File: src/hdl/flash_ctrl_pkg.sv
`default_nettype none
package flash_ctrl_pkg;
   localparam int CLK_MHZ = 10;
   // internal cycle durations, in microseconds
   localparam int STATUS_WRITE_TIME_US = 10000;
   localparam int PROGRAM_CYCLE_TIME_US = 1500;
   localparam int SECTOR_ERASE_TIME_US = 300000;
   localparam int BULK_ERASE_TIME_US = 10000000;

   localparam logic [7:0] WRITE_ENABLE_CMD = 8'h06;
   localparam logic [7:0] WRITE_DISABLE_CMD = 8'h04;
   localparam logic [7:0] READ_STATUS_CMD = 8'h05;
   localparam logic [7:0] STATUS_WRITE_CMD = 8'h01;
   localparam logic [7:0] PAGE_PROGRAM_CMD = 8'h02;
   localparam logic [7:0] SECTOR_ERASE_CMD = 8'hD8;
   localparam logic [7:0] BULK_ERASE_CMD = 8'hC7;
   localparam logic [7:0] DEEP_SLEEP_CMD = 8'hB9;
   localparam logic [7:0] WAKE_AND_ID_CMD = 8'hAB;

   localparam int ST_WIP = 0;
   localparam int ST_WEL = 1;
   localparam int ST_BP_LO = 2;
   localparam int ST_SRP = 7;
   localparam logic [7:0] NV_STATUS_INIT = 8'h00;

   localparam logic [2:0] BIT_LAST = 3'h7;
   localparam logic [2:0] HDR_NONE = 3'h0;
   localparam logic [2:0] HDR_OPCODE = 3'h1;
   localparam logic [2:0] HDR_STATUS = 3'h2;
   localparam logic [2:0] HDR_ADDR = 3'h4;
   localparam logic [2:0] HDR_DATA = 3'h5;

   localparam logic [2:0] BP_NONE = 3'h0;
   localparam logic [2:0] BP_HALF = 3'h6;
   localparam logic [2:0] BP_ALL = 3'h7;
   localparam logic [20:0] ARRAY_BYTES = 21'h100000;
   localparam logic [20:0] HALF_BYTES = 21'h080000;
   localparam logic [20:0] PROT_UNIT = 21'h001000;

   localparam int FIFO_DEPTH = 8;

   typedef enum logic [1:0] {PWR_STANDBY, PWR_ACTIVE, PWR_DEEP} power_mode_t;
   typedef enum logic [1:0] {ARR_PROGRAM, ARR_SECTOR_ERASE, ARR_BULK_ERASE, ARR_ABORT} arr_op_t;
   typedef struct packed {
      arr_op_t op;
      logic [23:0] addr;
   } arr_cmd_t;
   typedef struct packed {
      logic [7:0] offset;
      logic [7:0] data;
   } page_byte_t;
endpackage : flash_ctrl_pkg
`default_nettype wire

File: src/hdl/byte_fifo.sv
`timescale 1ns/1ps
`default_nettype none
module byte_fifo #(
   parameter int WIDTH = 16,
   parameter int DEPTH = 8
) (
   input wire logic clk,
   input wire logic sys_rst,
   input wire logic in_valid,
   output logic in_ready,
   input wire logic [WIDTH-1:0] in_data,
   output logic out_valid,
   input wire logic out_ready,
   output logic [WIDTH-1:0] out_data
);
   localparam int AW = $clog2(DEPTH);
   logic [WIDTH-1:0] mem [DEPTH];
   logic [AW:0] wr_ptr_r;
   logic [AW:0] rd_ptr_r;
   logic do_push;
   logic do_pop;

   assign in_ready = !((wr_ptr_r[AW] != rd_ptr_r[AW]) && (wr_ptr_r[AW-1:0] == rd_ptr_r[AW-1:0]));
   assign out_valid = (wr_ptr_r != rd_ptr_r);
   assign out_data = mem[rd_ptr_r[AW-1:0]];
   assign do_push = in_valid && in_ready;
   assign do_pop = out_valid && out_ready;

   always_ff @(posedge clk)
   begin
      if (do_push)
      begin
         mem[wr_ptr_r[AW-1:0]] <= in_data;
      end
   end

   always_ff @(posedge clk)
   begin
      if (sys_rst)
      begin
         wr_ptr_r <= '0;
         rd_ptr_r <= '0;
      end
      else
      begin
         if (do_push)
         begin
            wr_ptr_r <= wr_ptr_r + 1'b1;
         end
         if (do_pop)
         begin
            rd_ptr_r <= rd_ptr_r + 1'b1;
         end
      end
   end
endmodule : byte_fifo
`default_nettype wire

File: src/hdl/serial_flash_write_protect_ctrl.sv
// Behaviour
// - works in spi mode 0 and 3
// - sample input on rise, drive output on fall
// - program up to 256 bytes within one page
// - erase sets bytes to ones, starts cycle
// - modifying commands need write enable latch set
// - latch cleared at reset and after writes
// - status shows latch and busy bit
// - writes need clock count multiple of eight
// - active while selected or internally busy
// - deep sleep until wake command
// - deep sleep ignores everything but wake
// - block protect bits are non-volatile; here sys_rst reloads them from the constant NV_STATUS_INIT
// - lock bit plus pin low freezes status
// - bottom boot protect ranges from low address
// - top boot protect ranges from top address
// - deselect must fall on a byte boundary
// - sector erase needs exactly 24 address bits
// - busy cycle ignores array access commands
// - all fields shifted most significant bit first
`timescale 1ns/1ps
`default_nettype none
module serial_flash_write_protect_ctrl
   import flash_ctrl_pkg::*;
#(
   parameter bit TOP_BOOT = 1'b0,
   parameter int STATUS_WRITE_CYCLES = STATUS_WRITE_TIME_US * CLK_MHZ,
   parameter int PROGRAM_CYCLES = PROGRAM_CYCLE_TIME_US * CLK_MHZ,
   parameter int SECTOR_ERASE_CYCLES = SECTOR_ERASE_TIME_US * CLK_MHZ,
   parameter int BULK_ERASE_CYCLES = BULK_ERASE_TIME_US * CLK_MHZ
) (
   input wire logic clk,
   input wire logic sys_rst,
   input wire logic spi_clk_pin,
   input wire logic chip_sel_n,
   input wire logic serial_in_pin,
   input wire logic write_protect_n,
   output logic serial_out,
   output logic serial_out_en,
   output logic page_valid,
   input wire logic page_ready,
   output page_byte_t page_byte,
   output logic arr_cmd_valid,
   output arr_cmd_t arr_cmd,
   output power_mode_t power_mode,
   output logic [7:0] nv_status
);
   logic [1:0] sck_sync_r;
   logic [1:0] cs_sync_r;
   logic [1:0] si_sync_r;
   logic [1:0] wp_sync_r;
   logic sck_d_r;
   logic cs_d_r;
   logic [2:0] bit_cnt_r;
   logic [2:0] hdr_cnt_r;
   logic [6:0] shift_r;
   logic [7:0] opcode_r;
   logic [23:0] addr_r;
   logic [7:0] status_in_r;
   logic pushed_r;
   logic overrun_r;
   logic [2:0] out_cnt_r;
   logic [7:0] out_snap_r;
   logic write_enable_latch_r;
   logic write_in_progress_r;
   logic [31:0] busy_cnt_r;
   logic deep_r;
   logic [2:0] block_protect_r;
   logic status_lock_bit_r;
   logic serial_out_r;
   logic serial_out_en_r;
   logic page_valid_r;
   page_byte_t page_byte_r;
   logic arr_cmd_valid_r;
   arr_cmd_t arr_cmd_r;
   power_mode_t power_mode_r;

   logic selected;
   logic sck_rise;
   logic sck_fall;
   logic cs_fall;
   logic cs_rise;
   logic byte_done;
   logic [7:0] rx_byte;
   logic [7:0] status_byte;
   logic hardware_protected_mode;
   logic boundary;
   logic idle_ok;
   logic rd_status;
   logic push;
   logic fifo_in_ready;
   logic fifo_out_valid;
   logic fifo_out_ready;
   page_byte_t fifo_out_data;
   page_byte_t push_byte;
   logic do_write_enable_cmd;
   logic do_write_disable_cmd;
   logic do_status_write_cmd;
   logic do_prog;
   logic do_sector;
   logic do_bulk;
   logic do_sleep;
   logic do_abort;
   logic do_wake;

   // bottom boot grows up from zero, top boot grows down from the end
   function automatic logic prot_hit(input logic [19:0] a, input logic [2:0] bp);
      logic [20:0] size;
      size = '0;
      case (bp)
         BP_NONE: size = '0;
         BP_HALF: size = HALF_BYTES;
         BP_ALL: size = ARRAY_BYTES;
         default: size = 21'(PROT_UNIT << (bp - 3'h1));
      endcase
      if (TOP_BOOT)
      begin
         prot_hit = ({1'b0, a} >= (ARRAY_BYTES - size));
      end
      else
      begin
         prot_hit = ({1'b0, a} < size);
      end
   endfunction : prot_hit

   // the spi clock is only sampled, so it must stay well below clk/4
   always_ff @(posedge clk)
   begin
      if (sys_rst)
      begin
         sck_sync_r <= 2'h0;
         cs_sync_r <= 2'h3;
         si_sync_r <= 2'h0;
         wp_sync_r <= 2'h3;
         sck_d_r <= 1'b0;
         cs_d_r <= 1'b1;
      end
      else
      begin
         sck_sync_r <= {sck_sync_r[0], spi_clk_pin};
         cs_sync_r <= {cs_sync_r[0], chip_sel_n};
         si_sync_r <= {si_sync_r[0], serial_in_pin};
         wp_sync_r <= {wp_sync_r[0], write_protect_n};
         sck_d_r <= sck_sync_r[1];
         cs_d_r <= cs_sync_r[1];
      end
   end

   // edges are taken only while selected, so the idle level never matters
   assign selected = !cs_sync_r[1];
   assign sck_rise = selected && sck_sync_r[1] && !sck_d_r;
   assign sck_fall = selected && !sck_sync_r[1] && sck_d_r;
   assign cs_fall = !cs_sync_r[1] && cs_d_r;
   assign cs_rise = cs_sync_r[1] && !cs_d_r;
   assign byte_done = sck_rise && (bit_cnt_r == BIT_LAST);
   assign rx_byte = {shift_r, si_sync_r[1]};
   assign hardware_protected_mode = status_lock_bit_r && !wp_sync_r[1];
   assign status_byte = {status_lock_bit_r, 2'b00, block_protect_r,
                         write_enable_latch_r, write_in_progress_r};
   assign boundary = (bit_cnt_r == 3'h0);
   assign idle_ok = !write_in_progress_r && !deep_r;
   assign rd_status = (opcode_r == READ_STATUS_CMD) && (hdr_cnt_r != HDR_NONE) && !deep_r;

   always_ff @(posedge clk)
   begin
      if (sys_rst || cs_fall)
      begin
         bit_cnt_r <= '0;
         hdr_cnt_r <= HDR_NONE;
         shift_r <= '0;
         opcode_r <= '0;
      end
      else if (sck_rise)
      begin
         shift_r <= rx_byte[6:0];
         bit_cnt_r <= bit_cnt_r + 3'h1;
         if (byte_done && (hdr_cnt_r != HDR_DATA))
         begin
            hdr_cnt_r <= hdr_cnt_r + 3'h1;
         end
         if (byte_done && (hdr_cnt_r == HDR_NONE))
         begin
            opcode_r <= rx_byte;
         end
      end
   end

   // page offset wraps inside the page, so a long burst never leaves it
   always_ff @(posedge clk)
   begin
      if (sys_rst)
      begin
         addr_r <= '0;
         status_in_r <= '0;
      end
      else if (byte_done)
      begin
         if ((hdr_cnt_r != HDR_NONE) && (hdr_cnt_r < HDR_ADDR))
         begin
            addr_r <= {addr_r[15:0], rx_byte};
         end
         else if (hdr_cnt_r >= HDR_ADDR)
         begin
            addr_r[7:0] <= addr_r[7:0] + 8'h01;
         end
         if (hdr_cnt_r == HDR_OPCODE)
         begin
            status_in_r <= rx_byte;
         end
      end
   end

   // bytes stream to the array page buffer as they arrive; commit comes at deselect
   assign push = byte_done && (hdr_cnt_r >= HDR_ADDR) && (opcode_r == PAGE_PROGRAM_CMD)
                 && write_enable_latch_r && idle_ok
                 && !prot_hit(addr_r[19:0], block_protect_r);
   assign push_byte = '{offset: addr_r[7:0], data: rx_byte};

   // a full fifo cannot stall the master, so a lost byte voids the whole page
   always_ff @(posedge clk)
   begin
      if (sys_rst || cs_fall)
      begin
         pushed_r <= 1'b0;
         overrun_r <= 1'b0;
      end
      else if (push)
      begin
         pushed_r <= 1'b1;
         if (!fifo_in_ready)
         begin
            overrun_r <= 1'b1;
         end
      end
   end

   assign do_write_enable_cmd = cs_rise && boundary && idle_ok && (opcode_r == WRITE_ENABLE_CMD)
                    && (hdr_cnt_r == HDR_OPCODE);
   assign do_write_disable_cmd = cs_rise && boundary && idle_ok && (opcode_r == WRITE_DISABLE_CMD)
                    && (hdr_cnt_r == HDR_OPCODE);
   assign do_status_write_cmd = cs_rise && boundary && idle_ok && (opcode_r == STATUS_WRITE_CMD)
                    && (hdr_cnt_r == HDR_STATUS) && write_enable_latch_r
                    && !hardware_protected_mode;
   assign do_prog = cs_rise && boundary && (opcode_r == PAGE_PROGRAM_CMD)
                    && (hdr_cnt_r == HDR_DATA) && pushed_r && !overrun_r;
   assign do_sector = cs_rise && boundary && idle_ok && (opcode_r == SECTOR_ERASE_CMD)
                      && (hdr_cnt_r == HDR_ADDR) && write_enable_latch_r
                      && !prot_hit(addr_r[19:0], block_protect_r);
   assign do_bulk = cs_rise && boundary && idle_ok && (opcode_r == BULK_ERASE_CMD)
                    && (hdr_cnt_r == HDR_OPCODE) && write_enable_latch_r
                    && (block_protect_r == BP_NONE);
   assign do_sleep = cs_rise && boundary && idle_ok && (opcode_r == DEEP_SLEEP_CMD)
                     && (hdr_cnt_r == HDR_OPCODE);
   assign do_abort = cs_rise && pushed_r && !do_prog;
   assign do_wake = byte_done && (hdr_cnt_r == HDR_NONE) && deep_r
                    && (rx_byte == WAKE_AND_ID_CMD);

   always_ff @(posedge clk)
   begin
      if (sys_rst)
      begin
         write_enable_latch_r <= 1'b0;
      end
      else if (do_write_enable_cmd)
      begin
         write_enable_latch_r <= 1'b1;
      end
      else if (do_write_disable_cmd || do_status_write_cmd || do_prog || do_sector || do_bulk)
      begin
         write_enable_latch_r <= 1'b0;
      end
   end

   // reset loads the constant NV_STATUS_INIT; nv_status lets the backing store keep it
   always_ff @(posedge clk)
   begin
      if (sys_rst)
      begin
         block_protect_r <= NV_STATUS_INIT[ST_BP_LO +: 3];
         status_lock_bit_r <= NV_STATUS_INIT[ST_SRP];
      end
      else if (do_status_write_cmd)
      begin
         block_protect_r <= status_in_r[ST_BP_LO +: 3];
         status_lock_bit_r <= status_in_r[ST_SRP];
      end
   end

   always_ff @(posedge clk)
   begin
      if (sys_rst)
      begin
         write_in_progress_r <= 1'b0;
         busy_cnt_r <= '0;
      end
      else if (do_status_write_cmd || do_prog || do_sector || do_bulk)
      begin
         write_in_progress_r <= 1'b1;
         if (do_status_write_cmd)
         begin
            busy_cnt_r <= 32'(STATUS_WRITE_CYCLES);
         end
         else if (do_prog)
         begin
            busy_cnt_r <= 32'(PROGRAM_CYCLES);
         end
         else if (do_sector)
         begin
            busy_cnt_r <= 32'(SECTOR_ERASE_CYCLES);
         end
         else
         begin
            busy_cnt_r <= 32'(BULK_ERASE_CYCLES);
         end
      end
      else if (write_in_progress_r)
      begin
         busy_cnt_r <= busy_cnt_r - 32'h1;
         if (busy_cnt_r == 32'h1)
         begin
            write_in_progress_r <= 1'b0;
         end
      end
   end

   always_ff @(posedge clk)
   begin
      if (sys_rst)
      begin
         deep_r <= 1'b0;
      end
      else if (do_sleep)
      begin
         deep_r <= 1'b1;
      end
      else if (do_wake)
      begin
         deep_r <= 1'b0;
      end
   end

   // status repeats byte after byte; a snapshot per byte keeps each byte coherent
   always_ff @(posedge clk)
   begin
      if (sys_rst || cs_fall)
      begin
         out_cnt_r <= '0;
         out_snap_r <= '0;
         serial_out_r <= 1'b0;
      end
      else if (sck_fall && rd_status)
      begin
         out_cnt_r <= out_cnt_r + 3'h1;
         if (out_cnt_r == 3'h0)
         begin
            out_snap_r <= status_byte;
            serial_out_r <= status_byte[BIT_LAST];
         end
         else
         begin
            serial_out_r <= out_snap_r[BIT_LAST - out_cnt_r];
         end
      end
   end

   always_ff @(posedge clk)
   begin
      if (sys_rst)
      begin
         serial_out_en_r <= 1'b0;
         power_mode_r <= PWR_STANDBY;
      end
      else
      begin
         serial_out_en_r <= selected && rd_status;
         if (deep_r)
         begin
            power_mode_r <= PWR_DEEP;
         end
         else if (selected || write_in_progress_r)
         begin
            power_mode_r <= PWR_ACTIVE;
         end
         else
         begin
            power_mode_r <= PWR_STANDBY;
         end
      end
   end

   always_ff @(posedge clk)
   begin
      if (sys_rst)
      begin
         arr_cmd_valid_r <= 1'b0;
         arr_cmd_r <= '{op: ARR_ABORT, addr: '0};
      end
      else
      begin
         arr_cmd_valid_r <= do_prog || do_sector || do_bulk || do_abort;
         if (do_prog)
         begin
            arr_cmd_r <= '{op: ARR_PROGRAM, addr: {addr_r[23:8], 8'h00}};
         end
         else if (do_sector)
         begin
            arr_cmd_r <= '{op: ARR_SECTOR_ERASE, addr: addr_r};
         end
         else if (do_bulk)
         begin
            arr_cmd_r <= '{op: ARR_BULK_ERASE, addr: '0};
         end
         else if (do_abort)
         begin
            arr_cmd_r <= '{op: ARR_ABORT, addr: addr_r};
         end
      end
   end

   byte_fifo #(
      .WIDTH($bits(page_byte_t)),
      .DEPTH(FIFO_DEPTH)
   ) u_page_fifo (
      .clk(clk),
      .sys_rst(sys_rst),
      .in_valid(push),
      .in_ready(fifo_in_ready),
      .in_data(push_byte),
      .out_valid(fifo_out_valid),
      .out_ready(fifo_out_ready),
      .out_data(fifo_out_data)
   );

   assign fifo_out_ready = !page_valid_r || page_ready;

   always_ff @(posedge clk)
   begin
      if (sys_rst)
      begin
         page_valid_r <= 1'b0;
         page_byte_r <= '0;
      end
      else if (fifo_out_ready)
      begin
         page_valid_r <= fifo_out_valid;
         page_byte_r <= fifo_out_data;
      end
   end

   assign serial_out = serial_out_r;
   assign serial_out_en = serial_out_en_r;
   assign page_valid = page_valid_r;
   assign page_byte = page_byte_r;
   assign arr_cmd_valid = arr_cmd_valid_r;
   assign arr_cmd = arr_cmd_r;
   assign power_mode = power_mode_r;
   assign nv_status = {status_lock_bit_r, 2'b00, block_protect_r, 2'b00};
endmodule : serial_flash_write_protect_ctrl
`default_nettype wire

File: config.mk
export PLATFORM = sky130hd
export DESIGN_NAME = serial_flash_write_protect_ctrl
export DESIGN_NICKNAME = d
export VERILOG_FILES = /design/src/hdl/flash_ctrl_pkg.sv /design/src/hdl/byte_fifo.sv /design/src/hdl/serial_flash_write_protect_ctrl.sv
export SDC_FILE = /design/constraint.sdc
export NUM_CORES = 1
export LEC_CHECK = 0
export ABC_CLOCK_PERIOD_IN_PS = 5200
export BUFFER_PORTS_ARGS = -buffer_cell sky130_fd_sc_hd__buf_2
export CORE_MARGIN = 2
export CORE_UTILIZATION = 40
export DETAILED_ROUTE_END_ITERATION = 12
export PLACE_DENSITY = 0.68
export RECOVER_POWER = 100
export SYNTH_ARGS = -nofsm -noshare
export SYNTH_HDL_FRONTEND = slang
export SYNTH_SLANG_ARGS = --single-unit
File: constraint.sdc
create_clock -name clk -period 5.2 [get_ports clk]
set_input_delay 0.26 -clock clk [delete_from_list [all_inputs] [get_ports clk]]
set_output_delay 0.26 -clock clk [all_outputs]
set_load 0.01 [all_outputs]
* After elaboration in Yosys (flattened, before gate mapping) *
Memory sizes are Yosys's and may differ from the RTL's. A register that Yosys moved wholly into a read port is not among the register bits.
Cells that the tools add are included.

cells by class
  $add $sub $neg = 9
  order comparisons = 4
  equal/unequal tests = 21
  shift-type cells = 1
  muxes and demuxes = 26
  reduce and logical (&&, ||, !) cells = 98

operator list
  kind                     number
  $mux W26                 4
  $mux W27                 3
  $mux W32                 2
  $pmux W21 S3             1
  $logic_and A1 B1 Y1      52
  $eq A32 B1 Y1 const B    1
  $eq A8 B8 Y1 const B     4
  $sub A32 B1 Y32 const B  1
  $eq A8 B3 Y1 const B     3
  $lt A20 B21 Y1           1
  $shl A13 B3 Y21 const A  1
  $mux W8                  2
  $eq A3 B3 Y1 const B     5
  $reduce_and A2 Y1        7
  $logic_not A1 Y1         13
  $logic_or A1 B1 Y1       13
  $logic_not A3 Y1         4
  $mux W1                  12
  $add A3 B1 Y3 const B    3
  $add A4 B1 Y4 const B    2
  $add A8 B1 Y8 const B    1
  $eq A8 B1 Y1 const B     1
  $eq A8 B2 Y1 const B     1
  $reduce_bool A2 Y1       4
  16 further kinds         18

word-level totals
  register bits after elaboration = 153
  bits in writable memories = 128
  input bits = 7
  output and inout bits = 56
  logic and storage cells = 194
  memories kept = 1

memory list
  memory           words  width  read ports  clocked after Yosys merged registers in  write ports  RTL line         text
  u_page_fifo.mem  8      16     1           1                                        1            byte_fifo.sv:17  logic [WIDTH-1:0] mem [DEPTH];

* Logic depth before layout (Yosys ltp) *
Gate-level depths: netlist (run 1).

  depth after elaboration = 14
  gate-level depth with buffers = 12
  depth with buffers taken out = 9

* By module *
From an unflattened synthesis (run 1), not the netlist that was laid out.

second synthesis, totals
  cells, all modules = 1087
  area, all modules = 12582.1 µm²

modules (own cells, without submodules)
  module                           instances  cells an instance  area each (µm²)  seq. area each (µm²)
  serial_flash_write_protect_ctrl  1          817                7020.5           3143.0
  byte_fifo                        1          270                5561.6           4063.9

* Worst setup path before layout (run 1) *
Ideal clock, no wire load.

  kind = register to register
  from = reg block_protect_r[1]
  to = mem u_page_fifo.mem[1][0] (enable)
  library setup time = 0.436 ns
  arrival time = 4.088 ns
  required time = 4.764 ns
  setup slack = 0.676 ns
  cell stages (with the launch flop) = 10
  buffers on the path = 2
  clock period less this slack = 4.524 ns
  path through = dfxtp_1 clkbuf_1 or3b_2 ha_1 o211a_1 o2111ai_2 and2_1 or3b_1 clkbuf_1 nor4b_1

on the way
  word-level cells in the longest chain between the ends = 9
  elaborated cells between the ends (all ways) = 12
  classes of those cells = 1 x add/sub; 1 x order compare; 2 x eq/ne; 1 x shift; 3 x mux; 4 x reduce/logical

RTL lines
  what                               RTL line                                text
  start, declared                    serial_flash_write_protect_ctrl.sv:68   logic [2:0] block_protect_r;
  start signal, assigned             serial_flash_write_protect_ctrl.sv:279  block_protect_r <= NV_STATUS_INIT[ST_BP_LO +: 3];
  start signal, assigned             serial_flash_write_protect_ctrl.sv:284  block_protect_r <= status_in_r[ST_BP_LO +: 3];
  $sub A3 B1 Y3                      serial_flash_write_protect_ctrl.sv:114  default: size = 21'(PROT_UNIT << (bp - 3'h1));
  $shl A13 B3 Y21                    serial_flash_write_protect_ctrl.sv:114
  $pmux W21 S3 (*)                   serial_flash_write_protect_ctrl.sv:110  case (bp)
  $lt A20 B21 Y1 (*)                 serial_flash_write_protect_ctrl.sv:122  prot_hit = ({1'b0, a} < size);
  $logic_not A1 Y1 (*)               serial_flash_write_protect_ctrl.sv:216  && !prot_hit(addr_r[19:0], block_protect_r);
  $logic_and A1 B1 Y1 (*)            serial_flash_write_protect_ctrl.sv:216
  $logic_and A1 B1 Y1 (*)            byte_fifo.sv:26                         assign do_push = in_valid && in_ready;
  $mux W1 (*)                        byte_fifo.sv:31                         if (do_push)
  $mux W1 (implied by the code) (*)  byte_fifo.sv:33                         mem[wr_ptr_r[AW-1:0]] <= in_data;
  end, declared                      byte_fifo.sv:17

Mark *: on every way between the ends. The rest lies on a longest branch, timed or not.

* Final worst setup path (run 1) *
  from = reg block_protect_r[1]
  to = mem u_page_fifo.mem[4][4] (enable)

The elaborated chain is that of the path after synthesis.

==> metrics.yaml, run 1 <==
synthesis:
  yosys-top-cells-count: "dfxtp_1, edfxtp_1, nand2_1"
  yosysSeqAreaShare_pct: 58.92
  netlist_instances: 1029
  syn_area_sq_mm: 0.01213
  ys.flop_type: "dfxtp_1"
  yosys-top-cells-area: "edfxtp_1, dfxtp_1, mux4_2, mux2i_1, nand2_1"
  ys_warn_count: 0
  synth_seq_cells: 293
  ys_types: 68
  synthDominantCellAreaShare_pct: 31.69
  yosys.area.top_type: "edfxtp_1"
  avgSynthCellArea_sq_um: 11.79
  synth-edff-count: 128
  synthArstFlopShare_pct: 0
  yosysMostFrequentCell: "dfxtp_1"
timing:
  holdWs_ns: 0.2444
  slew-limit-headroom_pct: -76.54
  fin_setup_tns_ns: 0
  tightest_slew_ns: 2.648
  finalClockSkew_ns: 0.01684
  slew_viol_final: 107
  rsz0062_at_grt: "no"
  setup_ws_ns: 0.9867
  fmax_mhz: 237.3
  fin_crit_sh_pct: 81.03
  setup_viol: 0
  hold_viol: 0
  finalWorstPathRequiredPeriod_ns: 4.213
run_status:
  outcome: "complete, but fails checks"
  violations: "capacitance limit, slew limit"
clock_network:
  cts_setup_buffers: 0
  hold_buffers: 4
  cts_buffer_depth: 3
  cts_buffers: 29
  cts_num_sinks: 293
  root_buffer: "clkbuf_16"
  htreeDepth: 1
  post_cts_resized: 0
  clk_latency_ns: 0.56
  tritoncts: "yes"
  clk_pin_slew_worst_paths_ns: 0.07
final_layout:
  fin_nets: 1107
  area_growth_pct: 13.31
  fill_cells: 2690
  fin_area_sq_mm: 0.01374
  finish.utilization_pct: 46.25
  drive_above_1_share_pct: 10.90
  num_antenna_cells: 0
route:
  vias: 8055
  drt.antenna.violating_nets: 0
  wl_per_cell_um: 17.85
  firstDrtPassIters: 5
  vias_per_cell: 5.402
  detail_route.iter0.violations: 628
  drt-total-wl_um: 26610
  drc_errors: 0
worst_setup_path:
  arrival_ns: 4.47
  crit_fanout: 10
  cp-start-kind: "flop"
  path_class: "reg -> reg"
  setup.worst_path.end_class: "flop"
  required_ns: 5.46
place:
  place.gp.congestion: 0.8421
  post-place-ws_ns: 1.491
  hpwlAfterDp_um: 17290
  numPortBuffers: 58
  placed_area_sq_mm: 0.01281
min_path:
  min_path_type: "in -> reg"
floorplanning:
  start_util_pct: 40.82
  ios: 63
  die_x_um: 178.1
  die_h_um: 178.1
  core_sq_mm: 0.02972
  rows: 63
  dieArea_sq_mm: 0.03174
grt:
  grt_pass1_vias: 7744
  track_usage_pct: 16.83
  antenna_found_initial: 0
  grt_pass1_wl_um: 42270
  grt_max_degree: 58
  grt-ovfl-total: 0
power:
  leakagePower_nw: 4.693
  power_density_mw_per_mm2: 345.1
  peakVddDrop_uv: 277.4
flow_run:
  max-cap-violations: 3
==> sequential cells by signal (all words and copies together), names as in the netlist, 6 cells and up <==
signal	count
opcode_r	8
busy_cnt_r	32
out_snap_r	6
u_page_fifo.mem	128
arr_cmd	26
addr_r	24
page_byte	16
shift_r	7
==> area by class of cell <==
| type | count | area (sq um) | share of cell area (%) |
|---|---|---|---|
| clock buffers | 34 | 795.8 | 5.790 |
| clock inverters | 20 | 245.2 | 1.784 |
| inverters | 16 | 60.06 | 0.4370 |
| multi-input cells | 660 | 4657 | 33.88 |
| flip-flops and latches | 293 | 7148 | 52.01 |
| well taps | 390 | 488.0 | 3.550 |
| repair buffers | 78 | 350.3 | 2.549 |
==> routing by layer <==
| layer | part of all wire [%] | wire (um) | GRT usage (%) |
|---|---|---|---|
| met4 | 2.2 | 583 | 4.235 |
| met1 | 44 | 11780 | 22.62 |
| met2 | 48 | 12830 | 28.29 |
| met5 | 0 | 0 | 0 |
| met3 | 5.3 | 1416 | 2.877 |
==> through the flow <==
step                cells  power, W
finish               1491  0.004743
global route         1491  0.004887
CTS                  1491  0.004792
detailed placement   1433  0.002577
global placement     1433  0.002574
floorplan            1033  0.002547
==> power breakdown <==
part | switching, W | internal, W
combinational | 0.0000724 | 0.0000481
sequential | 0.00000729 | 0.00239
clock | 0.000912 | 0.00131
total | 0.000991 | 0.00375
==> worst max-delay path, cell delays in order, from the launching register on <==
cell,delay (ns)
dfxtp_1,0.49
or3b_2,0.48
ha_1,0.28
o211a_1,0.13
o2111ai_1,0.21
and2_0,0.28
or3b_1,0.50
nor3_1,1.19
buf_4,0.35
==> path summary, 6_finish.rpt <==
kind	depth (start not counted)	slack (ns)	startpoint	end
max reg2reg	8	0.99	block_protect_r[1]	u_page_fifo.mem[4][4]
max	8	0.99	block_protect_r[1]	u_page_fifo.mem[4][4]
min	5	0.24	page_ready	u_page_fifo.rd_ptr_r[0]
min reg2reg	1	0.41	wp_sync_r[0]	wp_sync_r[1]
==> cells in the final DEF (no fill, tap or decap), types with 5 or more instances in the layout <==
| cell | count |
|---|---|
| dfxtp_1 | 164 |
| edfxtp_1 | 128 |
| nand2_1 | 102 |
| nor2_1 | 99 |
| a21oi_1 | 64 |
| clkbuf_1 | 63 |
| mux2i_1 | 39 |
| mux4_2 | 33 |
| clkbuf_16 | 30 |
| a211oi_1 | 28 |
| nand3_1 | 26 |
| a22o_1 | 25 |
| ha_1 | 22 |
| o21ai_0 | 20 |
| nor3_1 | 17 |
| inv_1 | 16 |
| nor4_1 | 15 |
| nand4_1 | 15 |
| xnor2_1 | 14 |
| xor2_1 | 13 |
| nor2b_1 | 11 |
| or2_2 | 9 |
| nor3b_1 | 8 |
| nand2b_1 | 7 |
| or3_1 | 7 |
| buf_4 | 7 |
| nand3b_1 | 6 |
| conb_1 | 6 |
| clkinvlp_4 | 6 |
| and3_1 | 5 |
| o31ai_1 | 5 |
| buf_2 | 5 |
==> cells by family after synthesis <==
family                   Yosys count  share of synthesized area, %
multiplexers                      72                         9.345
AND/OR/NAND/NOR                  365                         15.39
AO/OA/AOI/OAI                    168                         9.221
XOR/XNOR                          27                         1.949
adder cells (fa/ha/maj)           22                         2.269
other                              2                       0.06191
flip-flops                       293                         58.92
buffers and inverters             80                         2.847
No activity file was read; power rests on OpenSTA's default activity.
==> run 2: changes to the inputs <==
Settings changed: ABC_CLOCK_PERIOD_IN_PS 5200 to 3550, PLACE_DENSITY 0.68 to 0.7.
Clock period 5.2 ns to 3.55 ns, I/O delays scaled along.
==> run 2 against run 1 <==
Sequential share of layout area fell by 0.25 points; cell count rose by 0.87%; highest routed layer unchanged; setup slack got worse by 0.77 ns; the flow now finishes without violations; total power rose by 43%; wire length fell by 0.74%; fmax rose by 26%; final area rose by 0.49%; sequential power rose by 47%; largest cell class unchanged; die area did not move.
==> metrics.yaml, run 2 (synthesized netlist as in run 1, its figures left out) <==
route:
  drc_errors: 0
  drt-total-wl_um: 26410
  wl_per_cell_um: 17.56
  firstDrtPassIters: 5
  vias_per_cell: 5.394
  vias: 8112
  detail_route.iter0.violations: 645
  drt.antenna.violating_nets: 0
final_layout:
  instances_no_fill: 1504
  fin_nets: 1121
  seqCellArea_sq_mm: 0.007148
  largest_reg_flops: 128
  multi_input_area_sq_mm: 0.004679
  fin_area_sq_mm: 0.01381
  final_common_cell: "dfxtp_1"
  fill_cells: 2650
  num_antenna_cells: 0
  area_growth_pct: 13.86
  final_cell_mix: "dfxtp_1, edfxtp_1, nand2_1"
  drive_above_1_share_pct: 12.21
place:
  hpwlAfterDp_um: 17500
  place_inst: 1447
  placed_area_sq_mm: 0.01293
  place.gp.congestion: 0.8956
  numPortBuffers: 58
clock_network:
  cts_num_sinks: 293
  cts_buffer_depth: 3
  htreeDepth: 1
  root_buffer: "clkbuf_16"
  cts_buffers: 28
  clk_latency_ns: 0.55
  tritoncts: "yes"
  clk_pin_slew_worst_paths_ns: 0.06
  cts_setup_buffers: 0
min_path:
  hp-start: "page_ready"
  min_path_type: "in -> reg"
timing:
  tightest_slew_ns: 1.388
  setup_viol: 0
  slew_viol_final: 0
  finalWorstPathRequiredPeriod_ns: 3.334
  finalClockSkew_ns: 0.008584
  hold_viol: 0
  fin_crit_sh_pct: 93.91
  holdWs_ns: 0.1918
  slew-limit-headroom_pct: 7.479
  rsz0062_at_grt: "no"
  fmax_mhz: 299.9
grt:
  grt_busiest_layer: "met2"
  grt_pass1_vias: 7806
  gr-usage-met3_pct: 2.366
  grt_pass1_wl_um: 41980
  track_usage_pct: 16.67
  use_met2_pct: 28.99
  grt_max_degree: 66
  global_route.usage.met1_pct: 22.02
  antenna_found_initial: 0
  grt-ovfl-total: 0
floorplanning:
  start_util_pct: 40.82
  rows: 63
  core_sq_mm: 0.02972
  dieArea_sq_mm: 0.03174
  die_x_um: 178.1
  die_h_um: 178.1
  ios: 63
power:
  power_density_mw_per_mm2: 489.5
  leakagePower_nw: 4.775
  peakVddDrop_uv: 336.7
worst_setup_path:
  setup.worst_path.end_class: "flop"
  cp-startpoint: "block_protect_r[1]"
  required_ns: 3.76
  rr_startpoint: "block_protect_r[1]"
  crit_fanout: 16
  arrival_ns: 3.54
  cp-start-kind: "flop"
  path_class: "reg -> reg"
run_status:
  outcome: "finished clean"
flow_run:
  max-cap-violations: 0
run 2: critical path, cell delays in order (launching register included):
cell       delay (ns)
dfxtp_1          0.50
or3b_2           0.48
ha_1             0.30
o211a_1          0.15
o2111ai_2        0.17
and2_1           0.25
or3b_1           0.51
nor4b_4          0.24
buf_2            0.39
run 2: layer usage:
layer,wire length (um),vias up
li1,-,3923
met1,11450,3955
met2,13080,188
met3,1328,46
met4,556,0
met5,0,-
run 2: timing repair:
action / in CTS / in global routing
hold buffers: 5 / 0
endpoints found under the hold margin: 6 / 0
setup endpoints to repair: 0 / 0
gates resized for setup: 0 / 0
run 2: worst paths after layout:
path | end | slack, ns | cells past startpoint
worst max-delay path | u_page_fifo.mem[1][0] | 0.22 | 8
worst min-delay path | u_page_fifo.rd_ptr_r[0] | 0.19 | 5
worst max register to register | u_page_fifo.mem[1][0] | 0.22 | 8
worst min register to register | wp_sync_r[1] | 0.41 | 1
run 2: area by class of cell:
cell class,count,share of cell area (%)
well taps,390,3.533
repair buffers,93,3.334
flip-flops and latches,293,51.75
clock buffers,44,6.232
clock inverters,8,0.8334
inverters,16,0.4348
multi-input cells,660,33.88
run 2: power breakdown:
group	switching, W	internal, W
logic	0.000103	0.0000715
registers	0.0000115	0.00351
clock network	0.00125	0.00181
run 2: stage by stage:
| step | util, % | total power [W] | setup slack [ns] | setup TNS (ns) |
|---|---|---|---|---|
| floorplan | - | 0.003730 | -0.3895 | -17.41 |
| global placement | 43.52 | 0.003771 | 0.3546 | 0 |
| detailed placement | 43.52 | 0.003773 | 0.2663 | 0 |
| CTS | 46.97 | 0.006835 | 0.2367 | 0 |
| global route | 46.48 | 0.006974 | 0.03280 | 0 |
| finish | 46.48 | 0.006761 | 0.2160 | 0 |
